$ cat config.mk
export PLATFORM = sky130hd
export DESIGN_NAME = controller_run_stop_state
export DESIGN_NICKNAME = d
export VERILOG_FILES = /design/src/verilog/plc_state_pkg.sv /design/src/verilog/scan_if.sv /design/src/verilog/scan_engine.sv /design/src/verilog/expansion_led.sv /design/src/verilog/controller_run_stop_state.sv
export SDC_FILE = /design/constraint.sdc
export NUM_CORES = 1
export LEC_CHECK = 0
export ABC_AREA = 1
export BUFFER_PORTS_ARGS = -buffer_cell sky130_fd_sc_hd__buf_2
export CAP_MARGIN = 20
export CORE_ASPECT_RATIO = 0.9
export CORE_MARGIN = 5
export CORE_UTILIZATION = 45
export DETAILED_ROUTE_END_ITERATION = 16
export PLACE_DENSITY = 0.73
export SETUP_SLACK_MARGIN = 0.2
export SYNTH_ARGS = -nofsm -noshare
export SYNTH_HDL_FRONTEND = slang
export SYNTH_SLANG_ARGS = --single-unit
$ cat constraint.sdc
create_clock -name clk_in -period 3.7 [get_ports clk_in]
set_input_delay 0.74 -clock clk_in [delete_from_list [all_inputs] [get_ports clk_in]]
set_output_delay 0.74 -clock clk_in [all_outputs]
set_load 0.02 [all_outputs]
$ cat src/verilog/plc_state_pkg.sv
// Constants and types shared by the controller run/stop state logic.
// Assumes a single 100 MHz clock domain with an active-high asynchronous reset.
`default_nettype none

package plc_state_pkg;

  // ---------------------------------------------------------------------------
  // Widths and counts
  // ---------------------------------------------------------------------------
  localparam int IO_WIDTH        = 8;
  localparam int RETAIN_WIDTH    = 16;
  localparam int CLK_PERIOD_NS   = 10;
  localparam int COPY_TIME_NS    = 200;
  localparam int COPY_CYCLES     = (COPY_TIME_NS + CLK_PERIOD_NS - 1) / CLK_PERIOD_NS;
  localparam int COPY_CNT_WIDTH  = 8;
  localparam int INIT_TIME_NS    = 1000;
  localparam int INIT_CYCLES     = (INIT_TIME_NS + CLK_PERIOD_NS - 1) / CLK_PERIOD_NS;
  localparam int INIT_CNT_WIDTH  = 8;

  // ---------------------------------------------------------------------------
  // Reset values
  // ---------------------------------------------------------------------------
  localparam logic [IO_WIDTH-1:0]     OUTPUTS_RESET = 8'h00;
  localparam logic [RETAIN_WIDTH-1:0] RETAIN_RESET  = 16'h0000;

  // ---------------------------------------------------------------------------
  // Indicator colours
  // ---------------------------------------------------------------------------
  typedef enum logic [1:0] {
    LED_OFF,
    LED_RED,
    LED_GREEN,
    LED_ORANGE
  } led_colour_t;

  // ---------------------------------------------------------------------------
  // Scan cycle phases
  // ---------------------------------------------------------------------------
  typedef enum logic [1:0] {
    SCAN_IDLE,
    SCAN_SAMPLE,
    SCAN_EVAL,
    SCAN_DRIVE
  } scan_phase_t;

endpackage : plc_state_pkg

`default_nettype wire

$ cat src/verilog/scan_if.sv
// Interface carrying scan strobes between the main state logic and the scan engine.
// Assumes both ends share clk_in.
`default_nettype none

interface scan_if;
  logic                                   run;
  logic                                   sample;
  logic                                   evaluate;
  logic                                   drive;
  logic [plc_state_pkg::IO_WIDTH-1:0]     inputs;
  logic [plc_state_pkg::IO_WIDTH-1:0]     result;
  logic [plc_state_pkg::IO_WIDTH-1:0]     outputs;

  modport ctrl (
    output run,
    input  sample,
    input  evaluate,
    input  drive,
    input  outputs
  );

  modport engine (
    input  run,
    output sample,
    output evaluate,
    output drive,
    input  inputs,
    input  result,
    output outputs
  );
endinterface : scan_if

`default_nettype wire

$ cat src/verilog/scan_engine.sv
// Scan cycle engine: sample inputs, evaluate, drive outputs, only while running.
// Assumes the evaluation result is presented combinationally on result.
`default_nettype none

module scan_engine (
  input  wire logic clk_in,
  input  wire logic rst_in,
  scan_if.engine    scan
);

  plc_state_pkg::scan_phase_t phase;

  // ---------------------------------------------------------------------------
  // Phase sequencer
  // ---------------------------------------------------------------------------
  always_ff @(posedge clk_in or posedge rst_in) begin
    if (rst_in) begin
      phase <= plc_state_pkg::SCAN_IDLE;
    end else if (!scan.run) begin
      phase <= plc_state_pkg::SCAN_IDLE;
    end else begin
      unique case (phase)
        plc_state_pkg::SCAN_IDLE:   phase <= plc_state_pkg::SCAN_SAMPLE;
        plc_state_pkg::SCAN_SAMPLE: phase <= plc_state_pkg::SCAN_EVAL;
        plc_state_pkg::SCAN_EVAL:   phase <= plc_state_pkg::SCAN_DRIVE;
        plc_state_pkg::SCAN_DRIVE:  phase <= plc_state_pkg::SCAN_SAMPLE;
      endcase
    end
  end

  assign scan.sample   = (phase == plc_state_pkg::SCAN_SAMPLE);
  assign scan.evaluate = (phase == plc_state_pkg::SCAN_EVAL);
  assign scan.drive    = (phase == plc_state_pkg::SCAN_DRIVE);

  // ---------------------------------------------------------------------------
  // Output image
  // ---------------------------------------------------------------------------
  always_ff @(posedge clk_in or posedge rst_in) begin
    if (rst_in) begin
      scan.outputs <= plc_state_pkg::OUTPUTS_RESET;
    end else if (!scan.run) begin
      scan.outputs <= plc_state_pkg::OUTPUTS_RESET;
    end else if (phase == plc_state_pkg::SCAN_DRIVE) begin
      scan.outputs <= scan.result;
    end
  end

endmodule : scan_engine

`default_nettype wire

$ cat src/verilog/expansion_led.sv
// Expansion module link indicator: orange while initialising, then green or red.
// Assumes link_ok_in is synchronous to clk_in.
`default_nettype none

module expansion_led (
  input  wire logic                       clk_in,
  input  wire logic                       rst_in,
  input  wire logic                       link_ok_in,
  output var  plc_state_pkg::led_colour_t colour_out
);

  logic [plc_state_pkg::INIT_CNT_WIDTH-1:0] init_count;
  logic                                     init_done;

  // ---------------------------------------------------------------------------
  // Initialisation timer
  // ---------------------------------------------------------------------------
  always_ff @(posedge clk_in or posedge rst_in) begin
    if (rst_in) begin
      init_count <= '0;
      init_done  <= 1'b0;
    end else if (!init_done) begin
      if (init_count == plc_state_pkg::INIT_CNT_WIDTH'(plc_state_pkg::INIT_CYCLES - 1)) begin
        init_done <= 1'b1;
      end
      init_count <= init_count + 1'b1;
    end
  end

  // ---------------------------------------------------------------------------
  // Colour
  // ---------------------------------------------------------------------------
  always_ff @(posedge clk_in or posedge rst_in) begin
    if (rst_in) begin
      colour_out <= plc_state_pkg::LED_ORANGE;
    end else if (!init_done) begin
      colour_out <= plc_state_pkg::LED_ORANGE;
    end else if (link_ok_in) begin
      colour_out <= plc_state_pkg::LED_GREEN;
    end else begin
      colour_out <= plc_state_pkg::LED_RED;
    end
  end

endmodule : expansion_led

`default_nettype wire

$ cat src/verilog/controller_run_stop_state.sv
// Power-on and run/stop state logic of a small programmable controller.
// Assumes all inputs are synchronous to clk_in; the power-loss memory is outside.
`default_nettype none

module controller_run_stop_state #(
  parameter int IO_WIDTH     = plc_state_pkg::IO_WIDTH,
  parameter int RETAIN_WIDTH = plc_state_pkg::RETAIN_WIDTH
) (
  input  wire logic                       clk_in,
  input  wire logic                       rst_in,
  input  wire logic                       has_display_in,
  input  wire logic                       internal_prog_valid_in,
  input  wire logic                       card_present_in,
  input  wire logic                       card_prog_valid_in,
  input  wire logic                       saved_run_in,
  input  wire logic                       saved_editing_in,
  input  wire logic                       retain_enable_in,
  input  wire logic [RETAIN_WIDTH-1:0]    saved_retain_in,
  input  wire logic [RETAIN_WIDTH-1:0]    live_retain_in,
  input  wire logic                       power_fail_in,
  input  wire logic                       esc_in,
  input  wire logic                       start_req_in,
  input  wire logic                       stop_req_in,
  input  wire logic                       edit_req_in,
  input  wire logic                       edit_exit_in,
  input  wire logic                       param_req_in,
  input  wire logic                       param_exit_in,
  input  wire logic                       card_write_req_in,
  input  wire logic [IO_WIDTH-1:0]        inputs_in,
  input  wire logic [IO_WIDTH-1:0]        result_in,
  input  wire logic                       link_ok_in,
  output logic                            copy_card_out,
  output logic                            clear_prog_out,
  output logic                            card_write_out,
  output logic                            no_prog_msg_out,
  output logic                            running_out,
  output logic                            editing_out,
  output logic                            param_mode_out,
  output logic                            sample_out,
  output logic                            evaluate_out,
  output logic [IO_WIDTH-1:0]             input_image_out,
  output logic [IO_WIDTH-1:0]             outputs_out,
  output logic [RETAIN_WIDTH-1:0]         retain_out,
  output logic                            retain_save_out,
  output plc_state_pkg::led_colour_t      status_led_out,
  output plc_state_pkg::led_colour_t      link_led_out
);

  typedef enum logic [2:0] {
    ST_BOOT,
    ST_COPY,
    ST_DECIDE,
    ST_NOPROG,
    ST_STOP,
    ST_RUN
  } ctrl_state_t;

  ctrl_state_t                              state;
  logic [plc_state_pkg::COPY_CNT_WIDTH-1:0] copy_count;
  logic                                     prog_present;
  logic                                     run_now;
  logic                                     card_has_prog;

  scan_if scan ();

  assign card_has_prog = card_present_in && card_prog_valid_in;
  assign run_now       = (state == ST_RUN);
  assign scan.run      = run_now;
  assign scan.inputs   = inputs_in;
  assign scan.result   = result_in;

  // ---------------------------------------------------------------------------
  // Startup and operating state
  // ---------------------------------------------------------------------------
  always_ff @(posedge clk_in or posedge rst_in) begin
    if (rst_in) begin
      state        <= ST_BOOT;
      prog_present <= 1'b0;
      copy_count   <= '0;
    end else begin
      unique case (state)
        ST_BOOT: begin
          if (card_has_prog) begin
            state <= ST_COPY;
          end else if (saved_editing_in) begin
            prog_present <= 1'b0;
            state        <= ST_DECIDE;
          end else begin
            prog_present <= internal_prog_valid_in;
            state        <= ST_DECIDE;
          end
          copy_count <= '0;
        end
        ST_COPY: begin
          if (copy_count ==
              plc_state_pkg::COPY_CNT_WIDTH'(plc_state_pkg::COPY_CYCLES - 1)) begin
            prog_present <= 1'b1;
            state        <= ST_DECIDE;
          end
          copy_count <= copy_count + 1'b1;
        end
        ST_DECIDE: begin
          if (!prog_present) begin
            state <= ST_NOPROG;
          end else if (!has_display_in || saved_run_in) begin
            state <= ST_RUN;
          end else begin
            state <= ST_STOP;
          end
        end
        ST_NOPROG: begin
          if (has_display_in && esc_in) begin
            state <= ST_STOP;
          end else if (!has_display_in && internal_prog_valid_in) begin
            prog_present <= 1'b1;
            state        <= ST_RUN;
          end
        end
        ST_STOP: begin
          if (!has_display_in && prog_present) begin
            state <= ST_RUN;
          end else if (start_req_in && prog_present && !editing_out) begin
            state <= ST_RUN;
          end
        end
        ST_RUN: begin
          if (stop_req_in && !param_mode_out) begin
            state <= ST_STOP;
          end
        end
      endcase
      if (power_fail_in && editing_out) begin
        prog_present <= 1'b0;
      end
    end
  end

  // ---------------------------------------------------------------------------
  // Card transfer and program clear strobes
  // ---------------------------------------------------------------------------
  always_ff @(posedge clk_in or posedge rst_in) begin
    if (rst_in) begin
      copy_card_out <= 1'b0;
    end else begin
      copy_card_out <= (state == ST_COPY);
    end
  end

  always_ff @(posedge clk_in or posedge rst_in) begin
    if (rst_in) begin
      clear_prog_out <= 1'b0;
    end else begin
      clear_prog_out <= (state == ST_BOOT && !card_has_prog && saved_editing_in)
                        || (power_fail_in && editing_out);
    end
  end

  always_ff @(posedge clk_in or posedge rst_in) begin
    if (rst_in) begin
      card_write_out <= 1'b0;
    end else begin
      card_write_out <= card_write_req_in && has_display_in && card_present_in
                        && (state == ST_STOP);
    end
  end

  // ---------------------------------------------------------------------------
  // Editing and parameter modes
  // ---------------------------------------------------------------------------
  always_ff @(posedge clk_in or posedge rst_in) begin
    if (rst_in) begin
      editing_out <= 1'b0;
    end else begin
      if (!editing_out && edit_req_in && has_display_in
          && (state == ST_STOP || state == ST_NOPROG)) begin
        editing_out <= 1'b1;
      end else if (edit_exit_in) begin
        editing_out <= 1'b0;
      end
    end
  end

  always_ff @(posedge clk_in or posedge rst_in) begin
    if (rst_in) begin
      param_mode_out <= 1'b0;
    end else begin
      if (!param_mode_out && param_req_in && has_display_in && state == ST_RUN) begin
        param_mode_out <= 1'b1;
      end else if (param_exit_in || state != ST_RUN) begin
        param_mode_out <= 1'b0;
      end
    end
  end

  // ---------------------------------------------------------------------------
  // Status indication
  // ---------------------------------------------------------------------------
  always_ff @(posedge clk_in or posedge rst_in) begin
    if (rst_in) begin
      no_prog_msg_out <= 1'b0;
    end else begin
      no_prog_msg_out <= has_display_in && (state == ST_NOPROG);
    end
  end

  always_ff @(posedge clk_in or posedge rst_in) begin
    if (rst_in) begin
      running_out <= 1'b0;
    end else begin
      running_out <= run_now;
    end
  end

  always_ff @(posedge clk_in or posedge rst_in) begin
    if (rst_in) begin
      status_led_out <= plc_state_pkg::LED_OFF;
    end else begin
      if (has_display_in) begin
        status_led_out <= plc_state_pkg::LED_OFF;
      end else if (run_now) begin
        status_led_out <= plc_state_pkg::LED_GREEN;
      end else begin
        status_led_out <= plc_state_pkg::LED_RED;
      end
    end
  end

  // ---------------------------------------------------------------------------
  // Scan cycle gating
  // ---------------------------------------------------------------------------
  scan_engine u_scan (
    .clk_in (clk_in),
    .rst_in (rst_in),
    .scan   (scan)
  );

  always_ff @(posedge clk_in or posedge rst_in) begin
    if (rst_in) begin
      sample_out   <= 1'b0;
      evaluate_out <= 1'b0;
    end else begin
      sample_out   <= run_now && scan.sample;
      evaluate_out <= run_now && scan.evaluate;
    end
  end

  always_ff @(posedge clk_in or posedge rst_in) begin
    if (rst_in) begin
      input_image_out <= '0;
    end else begin
      if (run_now && scan.sample) begin
        input_image_out <= inputs_in;
      end
    end
  end

  always_ff @(posedge clk_in or posedge rst_in) begin
    if (rst_in) begin
      outputs_out <= '0;
    end else begin
      outputs_out <= run_now ? scan.outputs : '0;
    end
  end

  // ---------------------------------------------------------------------------
  // Retentive values
  // ---------------------------------------------------------------------------
  always_ff @(posedge clk_in or posedge rst_in) begin
    if (rst_in) begin
      retain_out <= '0;
    end else begin
      if (state == ST_DECIDE) begin
        retain_out <= retain_enable_in ? saved_retain_in : '0;
      end else if (run_now && scan.drive) begin
        retain_out <= live_retain_in;
      end
    end
  end

  always_ff @(posedge clk_in or posedge rst_in) begin
    if (rst_in) begin
      retain_save_out <= 1'b0;
    end else begin
      retain_save_out <= power_fail_in && retain_enable_in;
    end
  end

  // ---------------------------------------------------------------------------
  // Expansion link indicator
  // ---------------------------------------------------------------------------
  expansion_led u_link_led (
    .clk_in     (clk_in),
    .rst_in     (rst_in),
    .link_ok_in (link_ok_in),
    .colour_out (link_led_out)
  );

endmodule : controller_run_stop_state

`default_nettype wire

==> impl_metrics.tcl <==
set metrics [dict create \
    holdBufCountCts 0 \
    io_pins 113 \
    synthFlopType "dfrtp_1" \
    vdd.ir_drop.worst_mv 0.318 \
    critPathRequiredTime_ns 3.94 \
    cts_made_buffers 9 \
    reg2reg_from "state[0]" \
    endpoint_kind "flip-flop" \
    gp_congestion 0.824 \
    startpoint "state[0]" \
    post_cts_buffers 0 \
    ys_warn_count 0 \
    syn_area_per_cell_um2 8.70 \
    slew_violations 0 \
    grt_usage_pct 17.0 \
    drive_gt1_share_pct 29.3 \
    r2r_end "input_image_out[7]" \
    h-tree-depth 3 \
    cts_buffer_depth 2 \
    postRouteWirelength_mm 7.66 \
    fin_nets 583 \
    synth_edf_count 0 \
    grt_pass1_vias 2902 \
    core_um2 7510 \
    cp-start-kind "flip-flop" \
    n_antenna_cell 0 \
    critPathKind "flip-flop to flip-flop" \
    drtPass1Iterations 4 \
    syn_area_um2 3460 \
    synth_top_area_share_pct 54.3 \
    ant_nets 0 \
    synthCells 397 \
    synth_most_common_cell "nand2_1" \
    critPathCapture "input_image_out[7]" \
    total_leakage_power_nw 2.17 \
    grt_pass1_wl_mm 12.9 \
    grt_overflow 0 \
    met2_length_mm 3.54 \
    finalHoldViolations 0 \
    outcome "finished, final reports clean" \
    fin_crit_ns 1.81 \
    fin_tns_setup_ns 0 \
    path_clk_slew_ns 0.08 \
    synth_fp_nets 470 \
    r2r_cells 8 \
    max-slew-margin-rel_pct 69.0 \
    post-route-period-util_pct 48.9 \
    wl_met1_mm 3.47 \
    cts-resized-gates 0 \
    setup_viol 0 \
    wl_per_cell_um 12.5 \
    rsz0062_at_grt "no" \
    rows 30 \
    cts-root-buf "clkbuf_8" \
    dieArea_um2 9530 \
    ys_top_cells_by_count "102 x nand2_1, 75 x dfrtp_1, 45 x nor2_1, 36 x inv_1, 27 x o21ai_0" \
    ys_ff_latch 77 \
    hold_class "primary input to asynchronous set/reset pin" \
    r2r_slack_ns 1.89 \
    fmax_mhz 552 \
    wl_met3_um 552 \
    p_per_area_nw_per_um2 626 \
    max_slew.worst_pin.slew_ns 0.465 \
    antenna_found_initial 0 \
    synthTopCellsByArea "dfrtp_1 54%, nand2_1 11%, nor2_1 4.9%" \
    final_area_um2 4270 \
    cp_data_arrival_time_ns 2.05 \
    synth-async-reset-ratio_pct 100 \
    dp_hpwl_mm 5.76 \
    initial_utilization_pct 46.0 \
    clk_latency_ns 0.35 \
    post_synth_num_cell_types 39 \
    cts_tree "yes" \
    syn_to_final_growth_pct 23.6 \
    drt-initial-drc-count 102 \
    seq_area_frac_synth_pct 55.8 \
    postPlaceCellArea_um2 4070 \
    vias 2945 \
    maxUsedRoutingLayer "met4" \
    die_y_um 93.1 \
    drc 0 \
    finalClockSkew_ns 0.00732 \
    yosysTopAreaCell "dfrtp_1" \
    die_w_um 102 \
    portBuffers 112 \
    crit_fanout 17 \
    post_drt_via_cell_ratio 4.82 \
    cap_violations 0 \
    clock_sinks 77 \
    grt_start_max_net_pins 61 \
]
-- state kept, by name, indices dropped and copies added (netlist names), 2 cells and up --
register,count
retain_out,16
copy_count,8
input_image_out,8
outputs_out,8
u_link_led.init_count,8
u_scan.scan.outputs,8
state,3
status_led_out,2
u_link_led.colour_out,2
u_scan.phase,2
-- logic make-up after synthesis --
logic type                 share of synthesized area, %
and+or+nand+nor                                    22.8
buffers and inverters                              7.17
AOI/OAI and AO/OA                                  10.2
xor gates and xnor gates                           1.77
DFF                                                55.8
adders and majority gates                          2.17
-- per-layer routing --
layer	vias to the layer above	GRT usage, %
met4	0	5.79
li1	1489	-
met5	-	0
met2	85	26.9
met1	1363	22.6
met3	8	4.62
-- cells in the final DEF (no fill, tap or decap), types with 2 or more instances in the layout --
cell type,Yosys,final
nor2_2,2,2
dfstp_2,2,2
inv_2,6,6
ha_1,6,6
nand3_1,24,24
a21oi_1,15,15
inv_1,36,35
buf_2,6,112
inv_6,0,2
nand2_1,102,102
xnor2_1,4,4
xor2_1,3,3
nor3_1,4,4
a21oi_2,4,4
nand2_2,3,3
o21ai_0,27,27
buf_4,1,2
o21ai_1,9,9
dfrtp_1,75,75
o22ai_1,2,2
clkbuf_8,0,10
clkinv_2,0,3
nor2_1,45,45
-- critical path, cell delays in order, from the launching register on --
cell	delay (ns)
dfrtp_1	0.46
inv_2	0.09
nor2_2	0.04
nand2_2	0.26
inv_2	0.19
nand2_2	0.21
clkinv_1	0.27
nand2_1	0.13
nand2_1	0.05
-- worst min path at each step --
| stage | from | end |
|---|---|---|
| 3_3_place_gp | input_image_out[4] | input_image_out[4] |
| 5_1_grt | rst_in | outputs_out[4] |
| 6_report | rst_in | running_out |
| 2_1_floorplan | u_link_led.init_count[7] | u_link_led.init_count[7] |
| 3_5_place_dp | u_link_led.init_count[7] | u_link_led.init_count[7] |
| 4_1_cts | u_link_led.init_count[6] | u_link_led.init_count[6] |
-- layout make-up --
type | count | area (µm²)
clock buffers | 11 | 141
repair buffers | 115 | 603
well taps | 96 | 120
inverters | 43 | 163
multi-input cells | 264 | 1280
clock inverters | 5 | 35.0
fillers | 715 | 3240
flip-flops and latches | 77 | 1930
-- power by group --
group | switching (mW) | internal [mW] | total, mW
clock network | 0.305 | 0.265 | 0.570
registers | 0.117 | 1.01 | 1.13
logic | 0.654 | 0.324 | 0.978
total | 1.08 | 1.60 | 2.67
-- stage by stage --
stage	utilization (%)	worst slack, ns	instances	power (mW)	hold slack (ns)
after floorplan	-	0.997	397	1.86	0.442
after global placement	54.2	1.88	594	2.11	0.457
after CTS	56.5	1.86	610	2.70	0.478
final	56.9	1.89	611	2.67	0.258
after detailed placement	54.2	1.85	594	2.13	0.462
after global routing	56.9	1.71	611	2.88	0.240
Power figures use the tool's default switching activity.
